**config.mk**
```make
export PLATFORM = sky130hd
export DESIGN_NAME = bcsr_regs
export DESIGN_NICKNAME = d
export VERILOG_FILES = /design/src/shared/bcsr_pkg.sv /design/src/bcsr_sticky.sv /design/src/bcsr_line_decode.sv /design/src/bcsr_regs.sv
export SDC_FILE = /design/constraint.sdc
export NUM_CORES = 1
export LEC_CHECK = 0
export ABC_CLOCK_PERIOD_IN_PS = 2000
export BUFFER_PORTS_ARGS = -buffer_cell sky130_fd_sc_hd__buf_4
export CORE_MARGIN = 2
export CORE_UTILIZATION = 45
export CTS_CLUSTER_DIAMETER = 80
export CTS_CLUSTER_SIZE = 30
export DETAILED_ROUTE_END_ITERATION = 16
export GPL_TIMING_DRIVEN = 0
export PLACE_DENSITY = 0.88
export SLEW_MARGIN = 20
export SYNTH_ARGS = -nofsm -noshare
export SYNTH_HDL_FRONTEND = slang
export SYNTH_SLANG_ARGS = --single-unit
```
**constraint.sdc**
```tcl
create_clock -name REF_CLK -period 2 [get_ports REF_CLK]
set_input_delay 0.5 -clock REF_CLK [delete_from_list [all_inputs] [get_ports REF_CLK]]
set_output_delay 0.5 -clock REF_CLK [all_outputs]
set_load 0.02 [all_outputs]
```
**src/shared/bcsr_pkg.sv**
```systemverilog
// Constants for the bridge status, class and line size configuration registers
package bcsr_pkg;
  // ==========================================
  // Configuration byte offsets
  localparam logic [7:0]  OFF_COMMAND     = 8'h04;
  localparam logic [7:0]  OFF_STATUS      = 8'h06;
  localparam logic [7:0]  OFF_CLASS       = 8'h08;
  localparam logic [7:0]  OFF_LINE_SIZE   = 8'h0c;
  // ==========================================
  // Status bit positions
  localparam int          BIT_DET_POISON  = 15;
  localparam int          BIT_SIG_SYSERR  = 14;
  localparam int          BIT_RCV_UNSUP   = 13;
  localparam int          BIT_RCV_CABORT  = 12;
  localparam int          BIT_SIG_CABORT  = 11;
  localparam int          BIT_MST_POISON  = 8;
  localparam int          BIT_CAP_LIST    = 4;
  localparam logic [15:0] STATUS_ERR_MASK = 16'hf900;
  localparam logic [15:0] STATUS_RST      = 16'h0010;
  // ==========================================
  // Command bit positions
  localparam int          BIT_SERR_EN     = 8;
  localparam int          BIT_PARITY_EN   = 6;
  localparam logic [15:0] COMMAND_RST     = 16'h0000;
  // ==========================================
  // Class code fields
  localparam logic [7:0]  BASE_CLASS      = 8'h06;
  localparam logic [7:0]  SUB_CLASS       = 8'h04;
  localparam logic [7:0]  PROG_IF         = 8'h00;
  // ==========================================
  // Line size
  localparam logic [7:0]  LINE_SIZE_RST   = 8'h00;
  localparam logic [7:0]  LINE_SIZE_MAX   = 8'h20;
  localparam int          PREFETCH_W      = 6;
endpackage

```
**src/bcsr_sticky.sv**
```systemverilog
// Sticky error flag bank, set wins over clear
`timescale 1ns/100ps
module bcsr_sticky #(
  parameter int WIDTH = 16
) (
  input  wire logic             REF_CLK,
  input  wire logic             SYS_RST,
  input  wire logic [WIDTH-1:0] set,
  input  wire logic [WIDTH-1:0] clr,
  output logic      [WIDTH-1:0] q
);
  typedef struct packed {
    logic [WIDTH-1:0] flags;
  } bcsr_stk_s;

  bcsr_stk_s r;
  bcsr_stk_s next_r;

  always_comb begin
    next_r       = r;
    next_r.flags = (r.flags & ~clr) | set;
  end

  always_ff @(posedge REF_CLK) begin
    if (SYS_RST) begin
      r <= '0;
    end else begin
      r <= next_r;
    end
  end

  assign q = r.flags;
endmodule // bcsr_sticky

```
**src/bcsr_line_decode.sv**
```systemverilog
// Effective prefetch length derived from the programmed line size
`timescale 1ns/100ps
module bcsr_line_decode
  import bcsr_pkg::*;
(
  input  wire logic                  REF_CLK,
  input  wire logic                  SYS_RST,
  input  wire logic [7:0]            line_size,
  output logic      [PREFETCH_W-1:0] prefetch_dwords
);
  typedef struct packed {
    logic [PREFETCH_W-1:0] dwords;
  } bcsr_ld_s;

  bcsr_ld_s r;
  bcsr_ld_s next_r;

  function automatic logic line_ok(input logic [7:0] v);
    return !v[0] && (v <= LINE_SIZE_MAX);
  endfunction

  always_comb begin
    next_r = r;
    // Odd or oversized values behave as zero
    next_r.dwords = line_ok(line_size) ? line_size[PREFETCH_W-1:0]
                                       : '0;
  end

  always_ff @(posedge REF_CLK) begin
    if (SYS_RST) begin
      r <= '0;
    end else begin
      r <= next_r;
    end
  end

  assign prefetch_dwords = r.dwords;
endmodule // bcsr_line_decode

```
**src/bcsr_regs.sv**
```systemverilog
// Bridge primary status, class/revision and line size configuration registers
// Function
// - Poisoned TLP sets detected poison flag
// - Sent error message with enable sets flag
// - Unsupported-request completion sets its flag
// - Completer-abort completion received sets flag
// - Completing with completer abort sets flag
// - Parity enable gates master poison flag
// - Error flags stay set until cleared
// - Select timing bits read zero
// - Unused capability and reserved bits zero
// - Capability list bit reads one
// - Class fields read bridge codes
// - Low byte shows silicon revision
// - Class register ignores writes
// - Line size sets prefetch length
// - Odd or oversized line size means zero
// - System error enable gates reports, resets off
// - Parity enable never blocks poison forwarding
`timescale 1ns/100ps
module bcsr_regs
  import bcsr_pkg::*;
#(
  parameter logic [7:0] SILICON_REVISION = 8'h5a // Arbitrary value
) (
  input  wire logic                  REF_CLK,
  input  wire logic                  SYS_RST,
  input  wire logic                  CFG_RD,
  input  wire logic                  CFG_WR,
  input  wire logic [7:0]            CFG_ADDR,
  input  wire logic [3:0]            CFG_BE,
  input  wire logic [31:0]           CFG_WDATA,
  output logic      [31:0]           CFG_RDATA,
  output logic                       CFG_ACK,
  input  wire logic                  EV_POISON_TLP,
  input  wire logic                  EV_ERR_MSG_REQ,
  input  wire logic                  EV_CPL_UNSUP,
  input  wire logic                  EV_CPL_CABORT,
  input  wire logic                  EV_CABORT_SENT,
  input  wire logic                  EV_POISON_CPL,
  input  wire logic                  EV_POISON_WR,
  output logic                       ERR_MSG_SEND,
  output logic                       FWD_BAD_PARITY,
  output logic                       SERR_ENABLE,
  output logic                       PARITY_RESPONSE,
  output logic      [PREFETCH_W-1:0] PREFETCH_DWORDS
);
  import bcsr_pkg::*;

  // ==========================================
  // State
  typedef struct packed {
    logic        ack;
    logic [31:0] rdata;
    logic        serr_en;
    logic        par_en;
    logic [7:0]  line_size;
    logic        err_send;
    logic        fwd_bad;
  } bcsr_top_s;

  bcsr_top_s   r;
  bcsr_top_s   next_r;
  logic [15:0] flags;
  logic [15:0] flag_set;
  logic [15:0] flag_clr;
  logic [15:0] status_img;
  logic [15:0] command_img;
  logic [31:0] class_img;
  logic [5:0]  idx;
  logic        wr_cmdst;
  logic        wr_line;

  // ==========================================
  // Decode
  assign idx      = CFG_ADDR[7:2];
  assign wr_cmdst = CFG_WR && (idx == OFF_COMMAND[7:2]);
  assign wr_line  = CFG_WR && (idx == OFF_LINE_SIZE[7:2]) && CFG_BE[0];

  // ==========================================
  // Error flags
  always_comb begin
    flag_set                 = '0;
    flag_set[BIT_DET_POISON] = EV_POISON_TLP;
    flag_set[BIT_SIG_SYSERR] = EV_ERR_MSG_REQ && r.serr_en;
    flag_set[BIT_RCV_UNSUP]  = EV_CPL_UNSUP;
    flag_set[BIT_RCV_CABORT] = EV_CPL_CABORT;
    flag_set[BIT_SIG_CABORT] = EV_CABORT_SENT;
    flag_set[BIT_MST_POISON] = r.par_en && (EV_POISON_CPL || EV_POISON_WR);
  end

  // Only error positions can be cleared, and only by ones
  always_comb begin
    flag_clr = '0;
    if (wr_cmdst) begin
      flag_clr[15:8] = CFG_BE[3] ? CFG_WDATA[31:24] : 8'h00;
      flag_clr[7:0]  = CFG_BE[2] ? CFG_WDATA[23:16] : 8'h00;
    end
    flag_clr = flag_clr & STATUS_ERR_MASK;
  end

  bcsr_sticky #(
    .WIDTH (16)
  ) u_sticky (
    .REF_CLK (REF_CLK),
    .SYS_RST (SYS_RST),
    .set     (flag_set),
    .clr     (flag_clr),
    .q       (flags)
  );

  // ==========================================
  // Read images
  // Constant bits come from the reset image; timing and reserved
  // bits stay zero, and the capability list bit reads one
  assign status_img = (flags & STATUS_ERR_MASK) | STATUS_RST;

  always_comb begin
    command_img                = COMMAND_RST;
    command_img[BIT_SERR_EN]   = r.serr_en;
    command_img[BIT_PARITY_EN] = r.par_en;
  end

  assign class_img = {BASE_CLASS, SUB_CLASS, PROG_IF, SILICON_REVISION};

  // ==========================================
  // Register updates
  always_comb begin
    next_r     = r;
    next_r.ack = CFG_RD || CFG_WR;
    if (CFG_RD) begin
      unique case (idx)
        OFF_COMMAND[7:2]:   next_r.rdata = {status_img, command_img};
        OFF_CLASS[7:2]:     next_r.rdata = class_img;
        OFF_LINE_SIZE[7:2]: next_r.rdata = {24'h000000, r.line_size};
        default:            next_r.rdata = 32'h00000000;
      endcase
    end
    // Writes to the class word fall through with no effect
    if (wr_cmdst && CFG_BE[1]) begin
      next_r.serr_en = CFG_WDATA[BIT_SERR_EN];
    end
    if (wr_cmdst && CFG_BE[0]) begin
      next_r.par_en = CFG_WDATA[BIT_PARITY_EN];
    end
    if (wr_line) begin
      next_r.line_size = CFG_WDATA[7:0];
    end
    next_r.err_send = EV_ERR_MSG_REQ && r.serr_en;
    next_r.fwd_bad  = EV_POISON_TLP;
  end

  always_ff @(posedge REF_CLK) begin
    if (SYS_RST) begin
      r           <= '0;
      r.line_size <= LINE_SIZE_RST;
    end else begin
      r <= next_r;
    end
  end

  bcsr_line_decode u_line (
    .REF_CLK         (REF_CLK),
    .SYS_RST         (SYS_RST),
    .line_size       (r.line_size),
    .prefetch_dwords (PREFETCH_DWORDS)
  );

  // ==========================================
  // Outputs
  assign CFG_RDATA       = r.rdata;
  assign CFG_ACK         = r.ack;
  assign ERR_MSG_SEND    = r.err_send;
  assign FWD_BAD_PARITY  = r.fwd_bad;
  assign SERR_ENABLE     = r.serr_en;
  assign PARITY_RESPONSE = r.par_en;
endmodule // bcsr_regs

```
==> impl_metrics.yaml, run 1 <==
outcome:
  outcome: "complete, no violations"
floorplan:
  die-area_um2: 4697
  die_y_um: 68.54
  initial_core_util_pct: 46.86
  rows: 23
  pin_count: 98
  core_um2: 4000
  die_w_um: 68.54
worst_setup_path:
  crit_fanout: 6
  crit_arrival_ns: 1.80
  path_class: "in -> reg"
  end_kind: "flip-flop"
  worstPathRequired_ns: 2.16
  critPathLaunchType: "primary input"
sta:
  slew_violations: 0
  final.setup.tns_ns: 0
  rsz0062_at_grt: "no"
  skew_ns: 0.006117
  finalHoldViolCount: 0
  setup_viol: 0
  max_slew_margin_pct: 63.18
  finalWorstSetupSlack_ns: 0.3610
  finalCritPeriodShare_pct: 81.95
  fmaxAchievable_mhz: 610.1
  worst_slew_pin_slew_ns: 0.5477
  fin_crit_ns: 1.639
final_layout:
  drive_above_1_share_pct: 36.24
  area_delta_synth_final_pct: 37.18
  final_cell_mix: "buf_4 (95), dfxtp_1 (42), a21oi_1 (24), conb_1 (14), nand2b_1 (12)"
  insertedDiodeCount: 0
  fin_area_um2: 2571
  fillCellCount: 346
  nNetsFinal: 353
  final_common_cell: "buf_4"
cts:
  cts_setup_buffers: 0
  cts_buffers: 5
  cts.sinks: 42
  cts.reportedPaths.clkPinSlew_ns: 0.08
  clockBufferDepth: 2
  ctsResizeCount: 0
  hold_buffers: 0
  cts-root-buf: "clkbuf_8"
  cts_tree: "yes"
  htree_levels: 2
  worstSkewPairLatency_ns: 0.30
yosys:
  synth-seq-area-share_pct: 44.86
  synth-simple-area-share_pct: 21.43
  synthDistinctLibCells: 31
  syn_inst: 215
  ys_seq_elements: 42
  yosys_warnings: 0
  synthFlopType: "dfxtp_1"
  synth_top_family_by_area: "simple AND/OR/NAND/NOR gates"
  synth_xor_area_share_pct: 0
  synth_mux_area_share_pct: 0
  synth_compound_area_share_pct: 15.82
  syn-cell-area_um2: 1874
  avgSynthCellArea_um2: 8.718
  ys_async_sr_fraction_pct: 0
  synth-adder-area-share_pct: 0
  synth_edf_count: 0
global_routing:
  track_usage_pct: 19.98
  grt_pass1_wl_mm: 6.831
  first_global_vias: 1504
  antenna_found_initial: 0
  grt_overflow_total: 0
  grt_max_degree: 13
placed_design:
  placed_area_um2: 2459
  routabilityCongestion: 0.8267
  io_buffer_count: 63
  dp_slack_ns: 0.01727
  detailed_place_hpwl_mm: 3.393
route:
  num_vias: 1735
  detail_route.wl_per_cell_um: 12.93
  vias_per_cell: 4.986
  postRouteAntennaNets: 0
  dr.pass1.iters: 4
  route.detailed.drc: 0
  finalWirelength_mm: 4.499
  drt_iter0_markers: 82
hold_path:
  hp-class: "in -> reg"
power:
  power_density_nw_per_um2: 669.9
  ir_worst_vdd_v: 0.0003197
  p_leak_nw: 1.148
flow_run:
  cap_violations: 0
## area by class of cell
| cell class | count | area [µm²] | share of cell area, % |
|---|---|---|---|
| Clock inverter | 1 | 30.03 | 1.168 |
| Inverter | 9 | 33.78 | 1.314 |
| Timing Repair Buffer | 63 | 473.0 | 18.39 |
| Multi-Input combinational cell | 131 | 750.7 | 29.20 |
| Tap cell | 50 | 62.56 | 2.433 |
| Sequential cell | 42 | 840.8 | 32.70 |
| Buffer | 46 | 297.8 | 11.58 |
| Clock buffer | 6 | 82.58 | 3.212 |
## power by group
group          total, W  switching (W)  internal [W]
sequential     0.000853     0.00000605      0.000847
clock          0.000682       0.000283      0.000399
combinational  0.000187      0.0000991     0.0000883
total           0.00172       0.000388       0.00133
## sequential cells by signal (all words and copies together), names as in the netlist
register and cells:
FWD_BAD_PARITY 1, SERR_ENABLE 1, r 8, CFG_RDATA 17
PARITY_RESPONSE 1, u_line.prefetch_dwords 6, CFG_ACK 1, ERR_MSG_SEND 1
u_sticky.q 6
## cell usage after synthesis (5+ instances only)
master / instances / area share [%]
clkbuf_1: 9 / 1.8
a311oi_1: 5 / 2.3
nand4_1: 9 / 3.0
a21oi_1: 24 / 6.4
o21ai_0: 11 / 2.9
buf_4: 32 / 13
inv_1: 9 / 1.8
nand3_1: 11 / 2.9
nor2_1: 9 / 1.8
nand2b_1: 12 / 4.0
dfxtp_1: 42 / 45
## path summary, 6_finish.rpt
check                                    from                         to  slack, ns  cells past startpoint
worst max-delay path              CFG_ADDR[7]             u_sticky.q[13]       0.36                      5
worst min-delay path            CFG_WDATA[24]              u_sticky.q[8]       0.37                      2
worst max register to register           r[5]  u_line.prefetch_dwords[5]       0.74                      2
worst min register to register           r[4]  u_line.prefetch_dwords[5]       0.47                      1
## worst max-delay path: stages
cell and delay, ns:
buf_4 0.12, nor4_2 0.53, and4_1 0.27, clkbuf_1 0.24, a311oi_1 0.15
## per-layer routing
layer | GRT usage, % | routed length (µm) | part of all wire [%]
met3 | 4.383 | 337 | 7.5
met2 | 33.05 | 2239 | 50
met4 | 9.000 | 82 | 1.8
met5 | 0 | 0 | 0
met1 | 24.80 | 1840 | 41
## cell families (layout without fill, tap and decap cells)
family	Yosys count	after routing
other	1	14
AND/OR/NAND/NOR	67	67
AO/OA/AOI/OAI	50	50
flip-flops	42	42
buffers and inverters	55	125
## per-stage QoR
step	total power, W	util (%)	hold slack (ns)	std cells
after detailed placement	0.001058	61.46	0.4580	341
after global routing	0.001772	64.28	0.3743	348
after floorplan	0.0009736	-	0.4266	228
after global placement	0.001053	61.46	0.4570	341
after CTS	0.001728	64.28	0.3666	348
final	0.001722	64.28	0.3744	348
No activity file was read; power rests on OpenSTA's default activity.
==> run 2, diff against run 1 <==
Settings changed: ABC_CLOCK_PERIOD_IN_PS 2000 to 1350, CORE_UTILIZATION 45 to 40, PLACE_DENSITY 0.88 to 0.83.
Clock period 2 ns to 1.35 ns, I/O delays scaled along.
==> impl_metrics.yaml, run 2 (same netlist as run 1, synthesis figures left out) <==
sta:
  max_slew_margin_pct: 65.76
  finalHoldViolCount: 0
  slew_violations: 0
  skew_ns: 0.005297
  rsz0062_at_grt: "no"
  fmaxAchievable_mhz: 776.9
  fin_crit_ns: 1.287
  setup_viol: 0
  worst_slew_pin_slew_ns: 0.5135
  finalWorstSetupSlack_ns: 0.06289
  finalCritPeriodShare_pct: 95.34
final_layout:
  final_cell_mix: "buf_4 (96), dfxtp_1 (42), a21oi_1 (24), conb_1 (14), nand2b_1 (12)"
  drive_above_1_share_pct: 37.71
  largest_reg_flops: 17
  final_common_cell: "buf_4"
  insertedDiodeCount: 0
  nNetsFinal: 353
  area_delta_synth_final_pct: 37.12
global_routing:
  first_global_vias: 1544
  grt_pass1_wl_mm: 7.141
  grt_max_degree: 12
  antenna_found_initial: 0
  busiest_layer: "met2"
  use_met2_pct: 28.24
  track_usage_pct: 17.55
  use_met3_pct: 4.444
  use_met1_pct: 22.46
  grt_overflow_total: 0
hold_path:
  hp-class: "in -> reg"
  hp-start: "CFG_WDATA[24]"
cts:
  cts_buffers: 5
  cts-root-buf: "clkbuf_8"
  worstSkewPairLatency_ns: 0.29
  htree_levels: 2
  hold_buffers: 0
  clockBufferDepth: 2
  cts_tree: "yes"
  cts.sinks: 42
  cts.reportedPaths.clkPinSlew_ns: 0.07
floorplan:
  die_y_um: 72.45
  pin_count: 98
  die-area_um2: 5249
  core_um2: 4444
  rows: 24
  die_w_um: 72.45
  initial_core_util_pct: 42.17
power:
  power_density_nw_per_um2: 911.0
  ir_worst_vdd_v: 0.0003331
  p_leak_nw: 1.144
  p_total_w: 0.002341
worst_setup_path:
  crit_fanout: 10
  path_class: "in -> reg"
  crit_end: "r[4]"
  r2r_end: "u_line.prefetch_dwords[5]"
  reg2reg_setup_slack_ns: 0.11
  crit_path_start: "CFG_ADDR[7]"
  reg2reg_from: "r[5]"
  crit_arrival_ns: 1.45
  worstPathRequired_ns: 1.51
  rr_worst_depth: 2
  end_kind: "flip-flop"
  critPathLaunchType: "primary input"
route:
  route.detailed.drc: 0
  drt_iter0_markers: 106
  num_vias: 1729
  finalWirelength_mm: 4.601
  postRouteAntennaNets: 0
  dr.pass1.iters: 4
  vias_per_cell: 4.954
  detail_route.wl_per_cell_um: 13.18
placed_design:
  routabilityCongestion: 0.8523
  dp_slack_ns: -0.2921
  io_buffer_count: 63
  detailed_place_hpwl_mm: 3.430
outcome:
  outcome: "complete, no violations"
flow_run:
  cap_violations: 0
## run 2: worst max-delay path: stages
cell     delay (ns)
buf_4          0.12
or4_4          0.54
buf_2          0.19
o21ai_0        0.17
a21oi_1        0.09
## run 2: layout make-up
| type | instances | area, µm² |
|---|---|---|
| Inverter | 9 | 33.78 |
| Buffer | 45 | 295.3 |
| Sequential cell | 42 | 840.8 |
| Fill cell | 397 | 1874 |
| Tap cell | 52 | 65.06 |
| Multi-Input combinational cell | 131 | 772.0 |
| Clock buffer | 6 | 82.58 |
| Timing Repair Buffer | 64 | 480.5 |
## run 2: repair_timing
action	4_1_cts	5_1_grt
setup buffers	0	1
endpoints found under the setup margin	0	19
resized for setup	0	5
## run 2: worst min path at each step
| stage | to | depth (start not counted) |
|---|---|---|
| 2_1_floorplan | u_line.prefetch_dwords[5] | 1 |
| 3_3_place_gp | CFG_RDATA[29] | 2 |
| 3_5_place_dp | CFG_RDATA[24] | 2 |
| 4_1_cts | u_sticky.q[8] | 2 |
| 5_1_grt | u_sticky.q[8] | 2 |
| 6_report | u_sticky.q[8] | 2 |
## run 2: routing by layer
layer	routed length, µm	vias to the layer above
met1	1948	774
met4	96	0
met2	2243	75
met5	0	-
met3	313	10
li1	-	870
## run 2: metrics by stage
step                      cell area [µm²]  TNS (ns)  instances  util (%)  hold slack [ns]
after floorplan                      1937   -0.2568        228         -           0.4266
final                                2570         0        349     57.83           0.2189
after CTS                            2557         0        349     57.55           0.2195
after global placement               2475    -5.826        343     55.69           0.4563
after global routing                 2570         0        349     57.83           0.2128
after detailed placement             2475    -6.896        343     55.69           0.4604
## run 2: report_power, final
part	internal [W]	switching (W)	leakage, nW
sequential	0.00126	0.00000897	0.341
combinational	0.000135	0.000152	0.760
clock	0.000394	0.000396	0.0431
total	0.00178	0.000557	1.14
==> run 3, diff against run 2 <==
Settings changed: CORE_UTILIZATION 40 to 42, CTS_BUF_LIST set to sky130_fd_sc_hd__clkbuf_8, PLACE_DENSITY 0.83 to 0.86.
==> impl_metrics.yaml, run 3 (same netlist as run 1, synthesis figures left out) <==
placed_design:
  detailed_place_hpwl_mm: 3.300
  routabilityCongestion: 0.8340
  dp_cells: 343
  io_buffer_count: 63
floorplan:
  initial_core_util_pct: 43.34
  core_um2: 4324
  rows: 24
  pin_count: 98
  die_w_um: 70.80
  die_y_um: 70.80
  die-area_um2: 5013
power:
  power_frac_comb_pct: 12.4
  p_total_w: 0.002263
  switchingPower_w: 0.0005331
  p_leak_nw: 1.146
  swShare_pct: 23.55
  ir_worst_vdd_v: 0.0003718
  power_density_nw_per_um2: 884.1
  clockPowerShare_pct: 31.8
  pwr-share-seq_pct: 55.8
  internal-power_w: 0.001730
sta:
  skew_ns: 0.005277
  rsz0062_at_grt: "no"
  fin_crit_ns: 1.296
  finalHoldViolCount: 0
  slew_violations: 0
  setup_viol: 0
  fmaxAchievable_mhz: 771.7
  finalCritPeriodShare_pct: 95.99
hold_path:
  hp-start: "CFG_WDATA[24]"
  hold_depth: 2
  hp-class: "in -> reg"
  min_to: "u_sticky.q[8]"
final_layout:
  stdcell_count: 350
  insertedDiodeCount: 0
  nNetsFinal: 353
  final_common_cell: "buf_4"
  final_cell_mix: "buf_4 (96), dfxtp_1 (42), a21oi_1 (24), conb_1 (14), nand2b_1 (12)"
  largest_reg_flops: 17
  area_delta_synth_final_pct: 36.58
  drive_above_1_share_pct: 36.91
  final_core_utilization_pct: 59.20
worst_setup_path:
  crit_fanout: 10
  end_kind: "flip-flop"
  r2r_end: "u_line.prefetch_dwords[3]"
  reg2reg_from: "r[9]"
  critPathLaunchType: "primary input"
  worstPathRequired_ns: 1.51
  path_class: "in -> reg"
  crit_arrival_ns: 1.46
  rr_worst_depth: 3
  reg2reg_setup_slack_ns: 0.11
cts:
  hold_buffers: 0
  htree_levels: 2
  cts-root-buf: "clkbuf_8"
  cts.sinks: 42
  cts_buffers: 5
  cts.reportedPaths.clkPinSlew_ns: 0.07
  cts_tree: "yes"
  worstSkewPairLatency_ns: 0.29
  clockBufferDepth: 2
global_routing:
  grt_overflow_total: 0
  grt_max_degree: 12
  grt_pass1_wl_mm: 6.851
  track_usage_pct: 17.22
  first_global_vias: 1539
  antenna_found_initial: 0
route:
  met1Wirelength_mm: 1.830
  dr.pass1.iters: 4
  drt_iter0_markers: 84
  routed-wl-met2_mm: 2.015
  detail_route.wl_per_cell_um: 12.21
  finalWirelength_mm: 4.272
  route.detailed.drc: 0
  vias_per_cell: 4.823
  postRouteAntennaNets: 0
  wl_met3_um: 334
  maxUsedRoutingLayer: "met4"
  num_vias: 1688
outcome:
  outcome: "complete, no violations"
flow_run:
  cap_violations: 0
==> run 3: changes by cell type in the layout (fill, tap and decap cells not counted), sizes merged <==
| cell | change |
|---|---|
| inv | +2 |
| buf | -1 |
==> run 3: per-layer routing <==
metal / vias up / track usage (%)
met3: 9 / 4.843
met5: - / 0
met2: 64 / 27.93
li1: 867 / -
met4: 0 / 7.338
met1: 748 / 21.50
==> run 3: power groups by stage <==
stage               Clock (W)  Combinational (W)  Sequential, W
floorplan                   0           0.000147        0.00130
global route         0.000788           0.000304        0.00126
detailed placement          0           0.000276        0.00129
global placement            0           0.000273        0.00129
CTS                  0.000736           0.000277        0.00126
finish               0.000720           0.000280        0.00126
==> run 3: critical path: stages <==
cell	delay (ns)
buf_4	0.12
or4_4	0.54
buf_2	0.19
o21ai_0	0.19
a21oi_1	0.09
==> run 3: worst max-delay path by stage <==
| stage | start | endpoint | slack [ns] |
|---|---|---|---|
| 6_report | CFG_ADDR[7] | r[8] | 0.05 |
| 5_1_grt | CFG_ADDR[4] | CFG_RDATA[1] | 0.008 |
| 4_1_cts | CFG_ADDR[7] | r[9] | 0.008 |
| 3_5_place_dp | CFG_ADDR[7] | r[9] | -0.30 |
| 3_3_place_gp | CFG_ADDR[7] | u_sticky.q[15] | -0.27 |
| 2_1_floorplan | CFG_ADDR[7] | PARITY_RESPONSE | -0.04 |
==> run 3: stage by stage <==
step	hold slack [ns]	TNS [ns]	setup WS, ns	area (µm²)
floorplan	0.4266	-0.2568	-0.04195	1937
global placement	0.4558	-5.631	-0.2707	2475
detailed placement	0.4615	-7.074	-0.3038	2475
CTS	0.2262	0	0.007631	2559
global route	0.2132	0	0.007925	2560
finish	0.2330	0	0.05408	2560
==> run 3: area by class of cell <==
cell class / count / area, µm²
multi-input combinational: 131 / 765.7
sequential: 42 / 840.8
clock inverter: 2 / 7.507
inverter: 9 / 33.78
timing repair buffer: 64 / 480.5
buffer: 45 / 297.8
tap: 52 / 65.06
fill: 408 / 1764
clock buffer: 5 / 68.82
==> run 3: timing repair <==
| item | CTS | global route |
|---|---|---|
| cloned | 0 | 0 |
| setup buffers | 1 | 0 |
| setup endpoints to repair | 1 | 9 |
| pin swaps | 1 | 0 |
| gates resized for setup | 0 | 6 |
